==> src/hw/lsmc_pkg.sv <==
// Package with the mode controller's constants, register map and types
package lsmc_pkg;
  // Clock rate and timing figures
  localparam int CLK_MHZ = 250;
  localparam int RES_TIME_MS = 4;
  localparam int RES_CYC = RES_TIME_MS * CLK_MHZ * 1000;
  localparam int MSW_TIME_NS = 200;
  localparam int MSW_CYC = (MSW_TIME_NS * CLK_MHZ + 999) / 1000;
  localparam int DOM_TIME_US = 20;
  localparam int DOM_CYC = DOM_TIME_US * CLK_MHZ;
  localparam int BUSWK_TIME_US = 30;
  localparam int BUSWK_CYC = BUSWK_TIME_US * CLK_MHZ;
  localparam int LWK_TIME_US = 20;
  localparam int LWK_CYC = LWK_TIME_US * CLK_MHZ;

  // Register bus layout
  localparam int ADDR_W = 4;
  localparam logic [3:0] CTRL_OFF = 4'h0;
  localparam logic [3:0] STAT_OFF = 4'h4;
  localparam int CTRL_HS_BIT = 0;
  localparam logic [31:0] CTRL_RST = 32'h0000_0001;
  localparam int ST_MODE_LSB = 0;
  localparam int ST_SRC_LSB = 2;
  localparam int ST_RES_BIT = 4;
  localparam int ST_LH_BIT = 5;
  localparam int ST_SEL_BIT = 6;
  localparam logic [1:0] RESP_OKAY = 2'h0;
  localparam logic [1:0] RESP_SLVERR = 2'h2;

  // Synchroniser reset image: en,txd,rst,wdf,hs,wk,ign,brx,bpw,buv,vuv
  localparam logic [10:0] PIN_INIT = 11'h328;

  typedef enum logic [1:0] {M_FAILSAFE, M_NORMAL, M_SILENT, M_SLEEP} lsmc_mode_t;
  typedef enum logic [1:0] {SRC_NONE, SRC_BUS, SRC_LOCAL, SRC_BATT_UV} lsmc_src_t;
endpackage

==> src/hw/lsmc_sync.sv <==
// Two-flop synchroniser bank for the pin inputs
`timescale 1ns/10ps
module lsmc_sync #(
  parameter int W = 11,
  parameter logic [W-1:0] INIT = '0
) (
  input wire logic aclk,
  input wire logic aresetn,
  input wire logic [W-1:0] d,
  output logic [W-1:0] q
);
  logic [W-1:0] meta_reg;

  // First stage feeds only the second
  always_ff @(posedge aclk) begin
    if (!aresetn) begin
      meta_reg <= INIT;
      q <= INIT;
    end else begin
      meta_reg <= d;
      q <= meta_reg;
    end
  end
endmodule

==> src/hw/lsmc_ctrl.sv <==
// Operating-mode controller of a LIN system basis chip, with register slave
// How it works
// - After power-up reset the controller starts in Fail-Safe mode by itself.
// - After power-up the reset output is held low for 4 ms.
// - Fail-Safe: regulator and watchdog on, transceiver off, bus recessive.
// - Fail-Safe never drives the bus dominant.
// - Fail-Safe waits for enable high, then enters Normal.
// - Reset line low in Normal or Silent forces Fail-Safe at once.
// - Normal: transceiver on, bus follows transmit data, receive follows bus.
// - Enable falling with transmit data high selects Silent.
// - Silent: transmit off, regulator on, watchdog off, both pins high.
// - Silent: supply undervoltage or watchdog failure pulls reset, enters Fail-Safe.
// - Silent entry ignores bus and local wake levels.
// - Silent and Sleep drop the bus termination, only weak pull-up remains.
// - Enable falling with transmit data low selects Sleep.
// - Sleep: regulator off, reset and receive low, transmit low, rest off.
// - Sleep: bus below pre-wake threshold enables receiver and wake timer.
// - Transmit data stuck low still allows Sleep entry after dominant timeout.
// - Fail-Safe codes the source: bus low/low, local low/high, battery high/low.
// - Battery undervoltage from Normal still lets enable falling pick a low mode.
// - A wake event in Silent or Sleep enters Fail-Safe.
// - The wake source is cleared on entering Normal.
//
// The placing of the registers and the AXI4-Lite slave port are this design's own decisions.
`timescale 1ns/10ps
module lsmc_ctrl import lsmc_pkg::*; #(
  parameter int unsigned RES_CYCLES = RES_CYC,
  parameter int unsigned DOM_CYCLES = DOM_CYC,
  parameter int unsigned BUSWK_CYCLES = BUSWK_CYC,
  parameter int unsigned LWK_CYCLES = LWK_CYC,
  parameter int unsigned MSW_CYCLES = MSW_CYC
) (
  input wire logic aclk,
  input wire logic aresetn,
  input wire logic [ADDR_W-1:0] s_axi_awaddr,
  input wire logic s_axi_awvalid,
  output logic s_axi_awready,
  input wire logic [31:0] s_axi_wdata,
  input wire logic [3:0] s_axi_wstrb,
  input wire logic s_axi_wvalid,
  output logic s_axi_wready,
  output logic [1:0] s_axi_bresp,
  output logic s_axi_bvalid,
  input wire logic s_axi_bready,
  input wire logic [ADDR_W-1:0] s_axi_araddr,
  input wire logic s_axi_arvalid,
  output logic s_axi_arready,
  output logic [31:0] s_axi_rdata,
  output logic [1:0] s_axi_rresp,
  output logic s_axi_rvalid,
  input wire logic s_axi_rready,
  input wire logic en_in,
  input wire logic txd_in,
  output logic txd_o,
  output logic txd_oe_n,
  output logic rxd_o,
  input wire logic reset_out_n_in,
  output logic reset_out_n_o,
  output logic reset_out_n_oe_n,
  input wire logic watchdog_fail_in,
  input wire logic high_side_control_in,
  input wire logic local_wake_in,
  input wire logic ignition_wake_in,
  input wire logic bus_rx_in,
  input wire logic bus_prewake_in,
  input wire logic battery_uv_in,
  input wire logic vcc_uv_in,
  output logic bus_tx_dom_o,
  output logic transceiver_en_o,
  output logic regulator_en_o,
  output logic watchdog_en_o,
  output logic limp_home_out,
  output logic high_side_out,
  output logic termination_en_o,
  output logic prewake_rx_en_o
);
  localparam int ASRT_WIN = MSW_CYCLES + 2;

  // Counters are 32 bits; zero-length timers cannot work
  if (RES_CYCLES < 8 || MSW_CYCLES < 1 || DOM_CYCLES < 1 ||
      BUSWK_CYCLES < 1 || LWK_CYCLES < 1) begin : g_chk
    $error("lsmc_ctrl: timing parameters out of range");
  end

  function automatic logic hit(input logic [ADDR_W-1:0] a, input logic [3:0] off);
    hit = (a[3:2] == off[3:2]);
  endfunction

  logic en_s, txd_s, rst_s, wdf_s, hs_s, wk_s, ign_s, brx_s, bpw_s, buv_s, vuv_s;
  lsmc_sync #(.W(11), .INIT(PIN_INIT)) u_sync (
    .aclk(aclk),
    .aresetn(aresetn),
    .d({en_in, txd_in, reset_out_n_in, watchdog_fail_in, high_side_control_in,
        local_wake_in, ignition_wake_in, bus_rx_in, bus_prewake_in, battery_uv_in,
        vcc_uv_in}),
    .q({en_s, txd_s, rst_s, wdf_s, hs_s, wk_s, ign_s, brx_s, bpw_s, buv_s, vuv_s})
  );

  lsmc_mode_t mode_reg, mode_next;
  lsmc_src_t src_reg, src_next;
  logic [31:0] res_cnt_reg, win_cnt_reg, dom_cnt_reg, bw_cnt_reg, lw_cnt_reg;
  logic en_d_reg, ign_d_reg, brx_d_reg, sel_reg, uvsel_reg, lh_reg;
  logic [31:0] ctrl_reg;

  // Edge and condition decoding
  wire en_fall = en_d_reg & ~en_s;
  wire ign_rise = ~ign_d_reg & ign_s;
  wire brx_rise = ~brx_d_reg & brx_s;
  wire res_busy = (res_cnt_reg != 32'h0000_0000);
  wire low_pwr = (mode_reg == M_SILENT) || (mode_reg == M_SLEEP);
  wire dom_tmo = (dom_cnt_reg >= DOM_CYCLES);
  // Bus wake in Silent only counts when transmit data is high
  wire bus_ok = (mode_reg == M_SLEEP) || txd_s;
  wire prewake_next = low_pwr & bpw_s;
  wire bus_wake = low_pwr & bus_ok & brx_rise & (bw_cnt_reg >= BUSWK_CYCLES);
  wire lw_fire = ~wk_s & (lw_cnt_reg == LWK_CYCLES - 1);
  wire loc_wake = low_pwr & (lw_fire | ign_rise);
  // select allowed from Normal or battery-undervoltage Fail-Safe
  wire sel_ok = (mode_reg == M_NORMAL) || ((mode_reg == M_FAILSAFE) && uvsel_reg);
  // window opens regardless of bus or wake pin level
  wire sel_start = en_fall & sel_ok & ~res_busy & ~sel_reg;
  wire sel_end = sel_reg & (win_cnt_reg == 32'h0000_0001);
  wire sil_fail = (mode_reg == M_SILENT) & (vuv_s | wdf_s);
  wire nor_fail = (mode_reg == M_NORMAL) & (vuv_s | wdf_s);
  wire wake_any = bus_wake | loc_wake;
  // Regulator restart or supervisor fault reloads the reset timer
  wire res_load = sil_fail | nor_fail | ((mode_reg == M_SLEEP) & (wake_any | en_s));

  // Mode sequencing
  always_comb begin
    mode_next = mode_reg;
    src_next = src_reg;
    case (mode_reg)
      M_FAILSAFE: begin
        // enable high after reset time, battery back
        if (en_s && rst_s && !res_busy && !sel_reg && !buv_s) begin
          mode_next = M_NORMAL;
          src_next = SRC_NONE;
        end
      end
      M_NORMAL: begin
        if (!rst_s || nor_fail) begin
          mode_next = M_FAILSAFE;
        end else if (buv_s) begin
          mode_next = M_FAILSAFE;
          src_next = SRC_BATT_UV;
        end
      end
      M_SILENT: begin
        if (!rst_s || sil_fail || en_s) begin
          mode_next = M_FAILSAFE;
        end
      end
      M_SLEEP: begin
        if (en_s) begin
          mode_next = M_FAILSAFE;
        end
      end
      default: mode_next = M_FAILSAFE;
    endcase
    if (wake_any) begin
      mode_next = M_FAILSAFE;
      src_next = bus_wake ? SRC_BUS : SRC_LOCAL;
    end
    if (sel_end && sel_ok && mode_next == mode_reg) begin
      // low selects Sleep, high selects Silent
      mode_next = txd_s ? M_SILENT : M_SLEEP;
    end
  end

  // State registers; reset lands in Fail-Safe
  always_ff @(posedge aclk) begin
    if (!aresetn) begin
      mode_reg <= M_FAILSAFE;
      src_reg <= SRC_NONE;
      en_d_reg <= 1'b0;
      ign_d_reg <= 1'b0;
      brx_d_reg <= 1'b1;
    end else begin
      mode_reg <= mode_next;
      src_reg <= src_next;
      en_d_reg <= en_s;
      ign_d_reg <= ign_s;
      brx_d_reg <= brx_s;
    end
  end

  always_ff @(posedge aclk) begin
    if (!aresetn) begin
      res_cnt_reg <= RES_CYCLES;
    end else if (res_load) begin
      res_cnt_reg <= RES_CYCLES;
    end else if (res_busy) begin
      res_cnt_reg <= res_cnt_reg - 32'h0000_0001;
    end
  end

  // Select window; aborted if the mode is left, except into battery-undervoltage Fail-Safe
  always_ff @(posedge aclk) begin
    if (!aresetn) begin
      sel_reg <= 1'b0;
      win_cnt_reg <= 32'h0000_0000;
    end else if (sel_start) begin
      sel_reg <= 1'b1;
      win_cnt_reg <= MSW_CYCLES;
    end else if (sel_end || !sel_ok) begin
      sel_reg <= 1'b0;
      win_cnt_reg <= 32'h0000_0000;
    end else if (sel_reg) begin
      win_cnt_reg <= win_cnt_reg - 32'h0000_0001;
    end
  end

  always_ff @(posedge aclk) begin
    if (!aresetn) begin
      uvsel_reg <= 1'b0;
    end else if (mode_reg == M_NORMAL && mode_next == M_FAILSAFE) begin
      uvsel_reg <= (src_next == SRC_BATT_UV);
    end else if (mode_reg != M_FAILSAFE) begin
      uvsel_reg <= 1'b0;
    end
  end

  // dominant timeout blocks the driver, never the Sleep request
  always_ff @(posedge aclk) begin
    if (!aresetn || txd_s) begin
      dom_cnt_reg <= 32'h0000_0000;
    end else if (!dom_tmo) begin
      dom_cnt_reg <= dom_cnt_reg + 32'h0000_0001;
    end
  end

  // bus wake timer runs only with the pre-wake receiver on
  always_ff @(posedge aclk) begin
    if (!aresetn || brx_s || !prewake_next) begin
      bw_cnt_reg <= 32'h0000_0000;
    end else if (bw_cnt_reg < BUSWK_CYCLES) begin
      bw_cnt_reg <= bw_cnt_reg + 32'h0000_0001;
    end
  end

  // Local wake low time; saturates so a held-low pin fires only once
  always_ff @(posedge aclk) begin
    if (!aresetn || wk_s) begin
      lw_cnt_reg <= 32'h0000_0000;
    end else if (lw_cnt_reg < LWK_CYCLES) begin
      lw_cnt_reg <= lw_cnt_reg + 32'h0000_0001;
    end
  end

  // Limp-home latches a watchdog failure, holds in Silent, off in Sleep
  always_ff @(posedge aclk) begin
    if (!aresetn || mode_reg == M_SLEEP) begin
      lh_reg <= 1'b0;
    end else if (wdf_s && (mode_reg == M_FAILSAFE || mode_reg == M_NORMAL)) begin
      lh_reg <= 1'b1;
    end
  end

  // Pin output values per mode
  wire m_fs = (mode_next == M_FAILSAFE);
  wire m_nor = (mode_next == M_NORMAL);
  wire m_sil = (mode_next == M_SILENT);
  wire m_slp = (mode_next == M_SLEEP);
  wire src_txd_hi = (src_next == SRC_BATT_UV) || (src_next == SRC_NONE);
  wire src_rxd_hi = (src_next == SRC_LOCAL) || (src_next == SRC_NONE);
  // bus follows transmit data; only Normal drives dominant
  wire tx_dom_next = m_nor & ~txd_s & ~dom_tmo;
  wire rxd_next = m_nor ? brx_s : (m_fs ? src_rxd_hi : m_sil);
  wire txd_oe_next = ~(m_fs | m_slp);
  wire hs_next = ~m_slp & hs_s & ctrl_reg[CTRL_HS_BIT];
  wire res_drive = res_load | (res_busy & ~res_cnt_reg[31] & (res_cnt_reg != 32'h0000_0001));

  // Registered pin outputs; per mode
  always_ff @(posedge aclk) begin
    if (!aresetn) begin
      txd_o <= 1'b1;
      txd_oe_n <= 1'b0;
      rxd_o <= 1'b1;
      reset_out_n_oe_n <= 1'b0;
      bus_tx_dom_o <= 1'b0;
      transceiver_en_o <= 1'b0;
      regulator_en_o <= 1'b1;
      watchdog_en_o <= 1'b1;
      limp_home_out <= 1'b0;
      high_side_out <= 1'b0;
      termination_en_o <= 1'b1;
      prewake_rx_en_o <= 1'b0;
    end else begin
      txd_o <= m_fs & src_txd_hi;
      txd_oe_n <= txd_oe_next;
      rxd_o <= rxd_next;
      reset_out_n_oe_n <= ~(res_drive | m_slp);
      bus_tx_dom_o <= tx_dom_next;
      transceiver_en_o <= m_nor;
      regulator_en_o <= ~m_slp;
      watchdog_en_o <= m_fs | m_nor;
      limp_home_out <= lh_reg & ~m_slp;
      high_side_out <= hs_next;
      termination_en_o <= m_fs | m_nor;
      prewake_rx_en_o <= prewake_next;
    end
  end
  // Open-drain: only ever pulls low
  assign reset_out_n_o = 1'b0;

  // Register slave: address and data taken in either order
  logic aw_full_reg, w_full_reg;
  logic [ADDR_W-1:0] aw_addr_reg;
  logic [31:0] w_data_reg;
  logic [3:0] w_strb_reg;
  assign s_axi_awready = ~aw_full_reg & ~s_axi_bvalid;
  assign s_axi_wready = ~w_full_reg & ~s_axi_bvalid;
  assign s_axi_arready = ~s_axi_rvalid;
  wire do_wr = aw_full_reg & w_full_reg & ~s_axi_bvalid;
  wire wr_ctrl = do_wr & hit(aw_addr_reg, CTRL_OFF);
  wire wr_known = wr_ctrl | hit(aw_addr_reg, STAT_OFF);
  wire rd_ctrl = hit(s_axi_araddr, CTRL_OFF);
  wire rd_stat = hit(s_axi_araddr, STAT_OFF);
  wire [31:0] stat_word = {25'h000_0000, sel_reg, lh_reg, res_busy, src_reg, mode_reg};
  wire [31:0] rd_word = rd_ctrl ? ctrl_reg : (rd_stat ? stat_word : 32'h0000_0000);

  // Write side; status is read-only and ignores writes
  always_ff @(posedge aclk) begin
    if (!aresetn) begin
      aw_full_reg <= 1'b0;
      w_full_reg <= 1'b0;
      aw_addr_reg <= '0;
      w_data_reg <= 32'h0000_0000;
      w_strb_reg <= 4'h0;
      s_axi_bvalid <= 1'b0;
      s_axi_bresp <= RESP_OKAY;
      ctrl_reg <= CTRL_RST;
    end else begin
      if (s_axi_awvalid && s_axi_awready) begin
        aw_full_reg <= 1'b1;
        aw_addr_reg <= s_axi_awaddr;
      end
      if (s_axi_wvalid && s_axi_wready) begin
        w_full_reg <= 1'b1;
        w_data_reg <= s_axi_wdata;
        w_strb_reg <= s_axi_wstrb;
      end
      if (do_wr) begin
        aw_full_reg <= 1'b0;
        w_full_reg <= 1'b0;
        s_axi_bvalid <= 1'b1;
        s_axi_bresp <= (wr_known || hit(aw_addr_reg, STAT_OFF)) ? RESP_OKAY : RESP_SLVERR;
      end else if (s_axi_bready) begin
        s_axi_bvalid <= 1'b0;
      end
      if (wr_ctrl && w_strb_reg[0]) begin
        ctrl_reg[CTRL_HS_BIT] <= w_data_reg[CTRL_HS_BIT];
      end
    end
  end

  // Read side, one cycle from address to data
  always_ff @(posedge aclk) begin
    if (!aresetn) begin
      s_axi_rvalid <= 1'b0;
      s_axi_rdata <= 32'h0000_0000;
      s_axi_rresp <= RESP_OKAY;
    end else if (s_axi_arvalid && s_axi_arready) begin
      s_axi_rvalid <= 1'b1;
      s_axi_rdata <= rd_word;
      s_axi_rresp <= (rd_ctrl || rd_stat) ? RESP_OKAY : RESP_SLVERR;
    end else if (s_axi_rready) begin
      s_axi_rvalid <= 1'b0;
    end
  end
endmodule

==> config.mk <==
export PLATFORM = sky130hd
export DESIGN_NAME = lsmc_ctrl
export DESIGN_NICKNAME = d
export VERILOG_FILES = /design/src/hw/lsmc_pkg.sv /design/src/hw/lsmc_sync.sv /design/src/hw/lsmc_ctrl.sv
export SDC_FILE = /design/constraint.sdc
export NUM_CORES = 1
export LEC_CHECK = 0
export BUFFER_PORTS_ARGS = -buffer_cell sky130_fd_sc_hd__buf_2
export CORE_UTILIZATION = 51
export CTS_CLUSTER_DIAMETER = 120
export DETAILED_ROUTE_END_ITERATION = 12
export GPL_ROUTABILITY_DRIVEN = 0
export PLACE_DENSITY_LB_ADDON = 0.05
export SLEW_MARGIN = 10
export SYNTH_ARGS = -nofsm -noshare
export SYNTH_HDL_FRONTEND = slang
export SYNTH_HIERARCHICAL = 1
export SYNTH_SLANG_ARGS = --single-unit
==> constraint.sdc <==
create_clock -name aclk -period 2.7 [get_ports aclk]
set_input_delay 0.135 -clock aclk [delete_from_list [all_inputs] [get_ports aclk]]
set_output_delay 0.135 -clock aclk [all_outputs]
set_load 0.05 [all_outputs]
==> impl_metrics.yaml <==
grt:
  grt_pass1_wl_um: 28300
  grt_util_all_layers_pct: 19.1
  antenna_found_initial: 0
  grt_pass1_vias: 5974
  grt-ovfl-total: 0
  grt_max_degree: 30
cells_and_area:
  n_fill_cell: 1460
  fin_area_um2: 10500
  nNetsFinal: 1125
  final_cell_mix: "220 x dfxtp_1, 138 x nor2_1, 82 x and2_1"
  insertedDiodeCount: 0
  areaGrowthSynthToFinish_pct: 18.4
  drive_gt1_share_pct: 14.1
  mostFrequentLayoutCell: "dfxtp_1"
  instances_no_fill: 1282
power_and_ir_drop:
  p_leak_nw: 4.18
  p_comb_share_pct: 5.6
  power.clock.fraction_pct: 43.8
  p_total_w: 0.00664
  pwr-share-seq_pct: 50.6
  power.density_nw_per_um2: 634
  vdd_drop_max_v: 0.000457
  switching_share_pct: 22.8
  p_sw_w: 0.00151
  intPower_w: 0.00513
timing:
  setup_viol: 0
  hold_viol_final: 0
  grt_setup_unrepaired: "true"
  max_freq_ghz: 0.372
  finalCritPeriodShare_pct: 99.7
  period_minus_slack_ps: 2690
  finClkSkew_ps: 7.35
  finalSetupTns_ps: 0
  holdWs_ps: 29.5
  drv_slew: 0
  max_slew.worst_pin.slew_ps: 669
  slew_headroom_pct: 55.3
drt:
  drt-pass1-iter-count: 5
  first_iter_violations: 252
  vias: 6412
  drc_errors: 0
  avgViaCountPerCell: 5.00
  ant_nets: 0
  wl_um: 16800
  route.detailed.wl_per_inst_um: 13.1
synthesis:
  seq_area_frac_synth_pct: 50.0
  synthCells: 941
  ys_warn_count: 6
  synth.area.top_cells: "dfxtp_1 50%, nor2_1 5.9%, and2_1 5.8%"
  synth_edf_count: 0
  synth.top_cell.area_share_pct: 50.0
  mappedNetlistArea_um2: 8850
  ys_types: 62
  yosys.area.top_type: "dfxtp_1"
  async_reset_ff_share_pct: 0
  ys_ff_latch: 221
  syn_area_per_cell_um2: 9.40
  synth_flop_cell: "dfxtp_1"
worst_setup_path:
  cp.required_ps: 3090
  cp-start-kind: "flip-flop"
  cp_top_family: "simple AND/OR/NAND/NOR gates"
  crit_arrival_ps: 3080
  path_cells: "or4_4 > or4_4 > nor4_4 > nand2_2 > a211o_4 > ha_2 > nor3b_1 > a21oi_1 > nand3_1"
  cp.depth: 9
  critPathBufInv: 0
  cp_slowest_cell: "or4_4"
  cpMostUsedCell: "or4_4"
  reg2reg_depth: 9
  cp_slowest_stage_delay_ps: 530
  end_kind: "flip-flop"
  crit_fanout: 4
  critPathKind: "reg -> reg"
die:
  core_um2: 16800
  die_y_um: 134
  ios: 116
  num_rows: 47
  die_w_um: 134
  start_util_pct: 52.8
  dieArea_um2: 17900
min_path:
  hold_class: "in -> reg"
  hold_depth: 2
placement:
  numPortBuffers: 49
  dp_hpwl_um: 11400
  place_inst: 1216
  place_area_um2: 9430
clocking:
  cts_max_level: 1
  cts_max_path_buffers: 3
  cts-root-buf: "clkbuf_16"
  cts_tree: "built"
  cts.sinks: 221
  numCtsBuffers: 23
  clkLatencyLatePin_ps: 510
  path_clk_slew_ps: 60
status:
  status: "complete, no violations"
run:
  drv_cap: 0
-- stage by stage --
stage | utilization, % | worst slack (ps)
3_3_place_gp | 56.2 | 0.748
4_1_cts | 62.0 | -7.51
3_5_place_dp | 56.2 | -76.3
5_1_grt | 62.5 | -112
6_report | 62.5 | 8.96
2_1_floorplan | - | 31.2
-- layer usage --
layer  share of wire, %  up-vias  track usage (%)
met5                  0        -                0
met2                 45      119             30.4
met3                4.0       26             3.04
met1                 49     2908             26.6
li1                   -     3359                -
met4                2.3        0             5.49
-- cell families after synthesis --
family / Yosys count / share of synthesized area (%)
AO/OA/AOI/OAI: 70 / 5.37
XOR/XNOR: 86 / 8.51
adder cells (fa/ha/maj): 15 / 2.12
buffers and inverters: 78 / 4.81
flip-flops: 221 / 50.0
multiplexers: 7 / 0.792
other: 1 / 0.0424
AND/OR/NAND/NOR: 463 / 28.3
-- cells in the mapped netlist (all sizes together) (5+ instances only) --
library cell,number
a21oi,21
nor4,37
nand3b,7
nand2,36
dfxtp,221
inv,18
nand2b,23
mux2i,7
nor3,28
a22oi,7
a31oi,5
nand3,21
ha,15
and4,6
nand4,24
o21a,5
xor2,40
o21ai,8
or3,12
xnor2,46
and2,82
clkbuf,23
buf,37
or4,6
nor2,139
and3,19
-- final cells by class --
type / instances / area [um^2] / share of cell area [%]
Timing Repair Buffer: 115 / 816 / 7.79
Sequential cell: 221 / 4430 / 42.3
Clock buffer: 32 / 649 / 6.20
Tap cell: 220 / 275 / 2.63
Multi-Input combinational cell: 669 / 4190 / 40.0
Clock inverter: 7 / 50.0 / 0.478
Inverter: 18 / 67.6 / 0.645
-- path summary, 6_finish.rpt --
check / slack [ps] / endpoint / start
max: 9 / rxd_o / win_cnt_reg[12]
max reg2reg: 9 / rxd_o / win_cnt_reg[12]
min: 30 / u_sync/meta_reg[3] / aresetn
min reg2reg: 400 / u_sync/q[3] / u_sync/meta_reg[3]
-- power groups by stage --
| stage | Clock (W) | Combinational, W | Sequential (W) |
|---|---|---|---|
| floorplan | 0 | 0.000282 | 0.00344 |
| global placement | 0 | 0.000339 | 0.00343 |
| detailed placement | 0 | 0.000339 | 0.00343 |
| CTS | 0.00301 | 0.000372 | 0.00336 |
| global route | 0.00313 | 0.000406 | 0.00336 |
| finish | 0.00291 | 0.000371 | 0.00336 |
-- what timing repair did --
item / in CTS / in global routing
gates resized for setup: 6 / 9
endpoints found under the setup margin: 3 / 7
gates cloned: 0 / 0
setup buffers: 1 / 1
pin swaps: 0 / 3
hold endpoints to repair: 23 / 0
hold buffers: 25 / 0
Note: power is estimated with default switching activity, not from simulation.
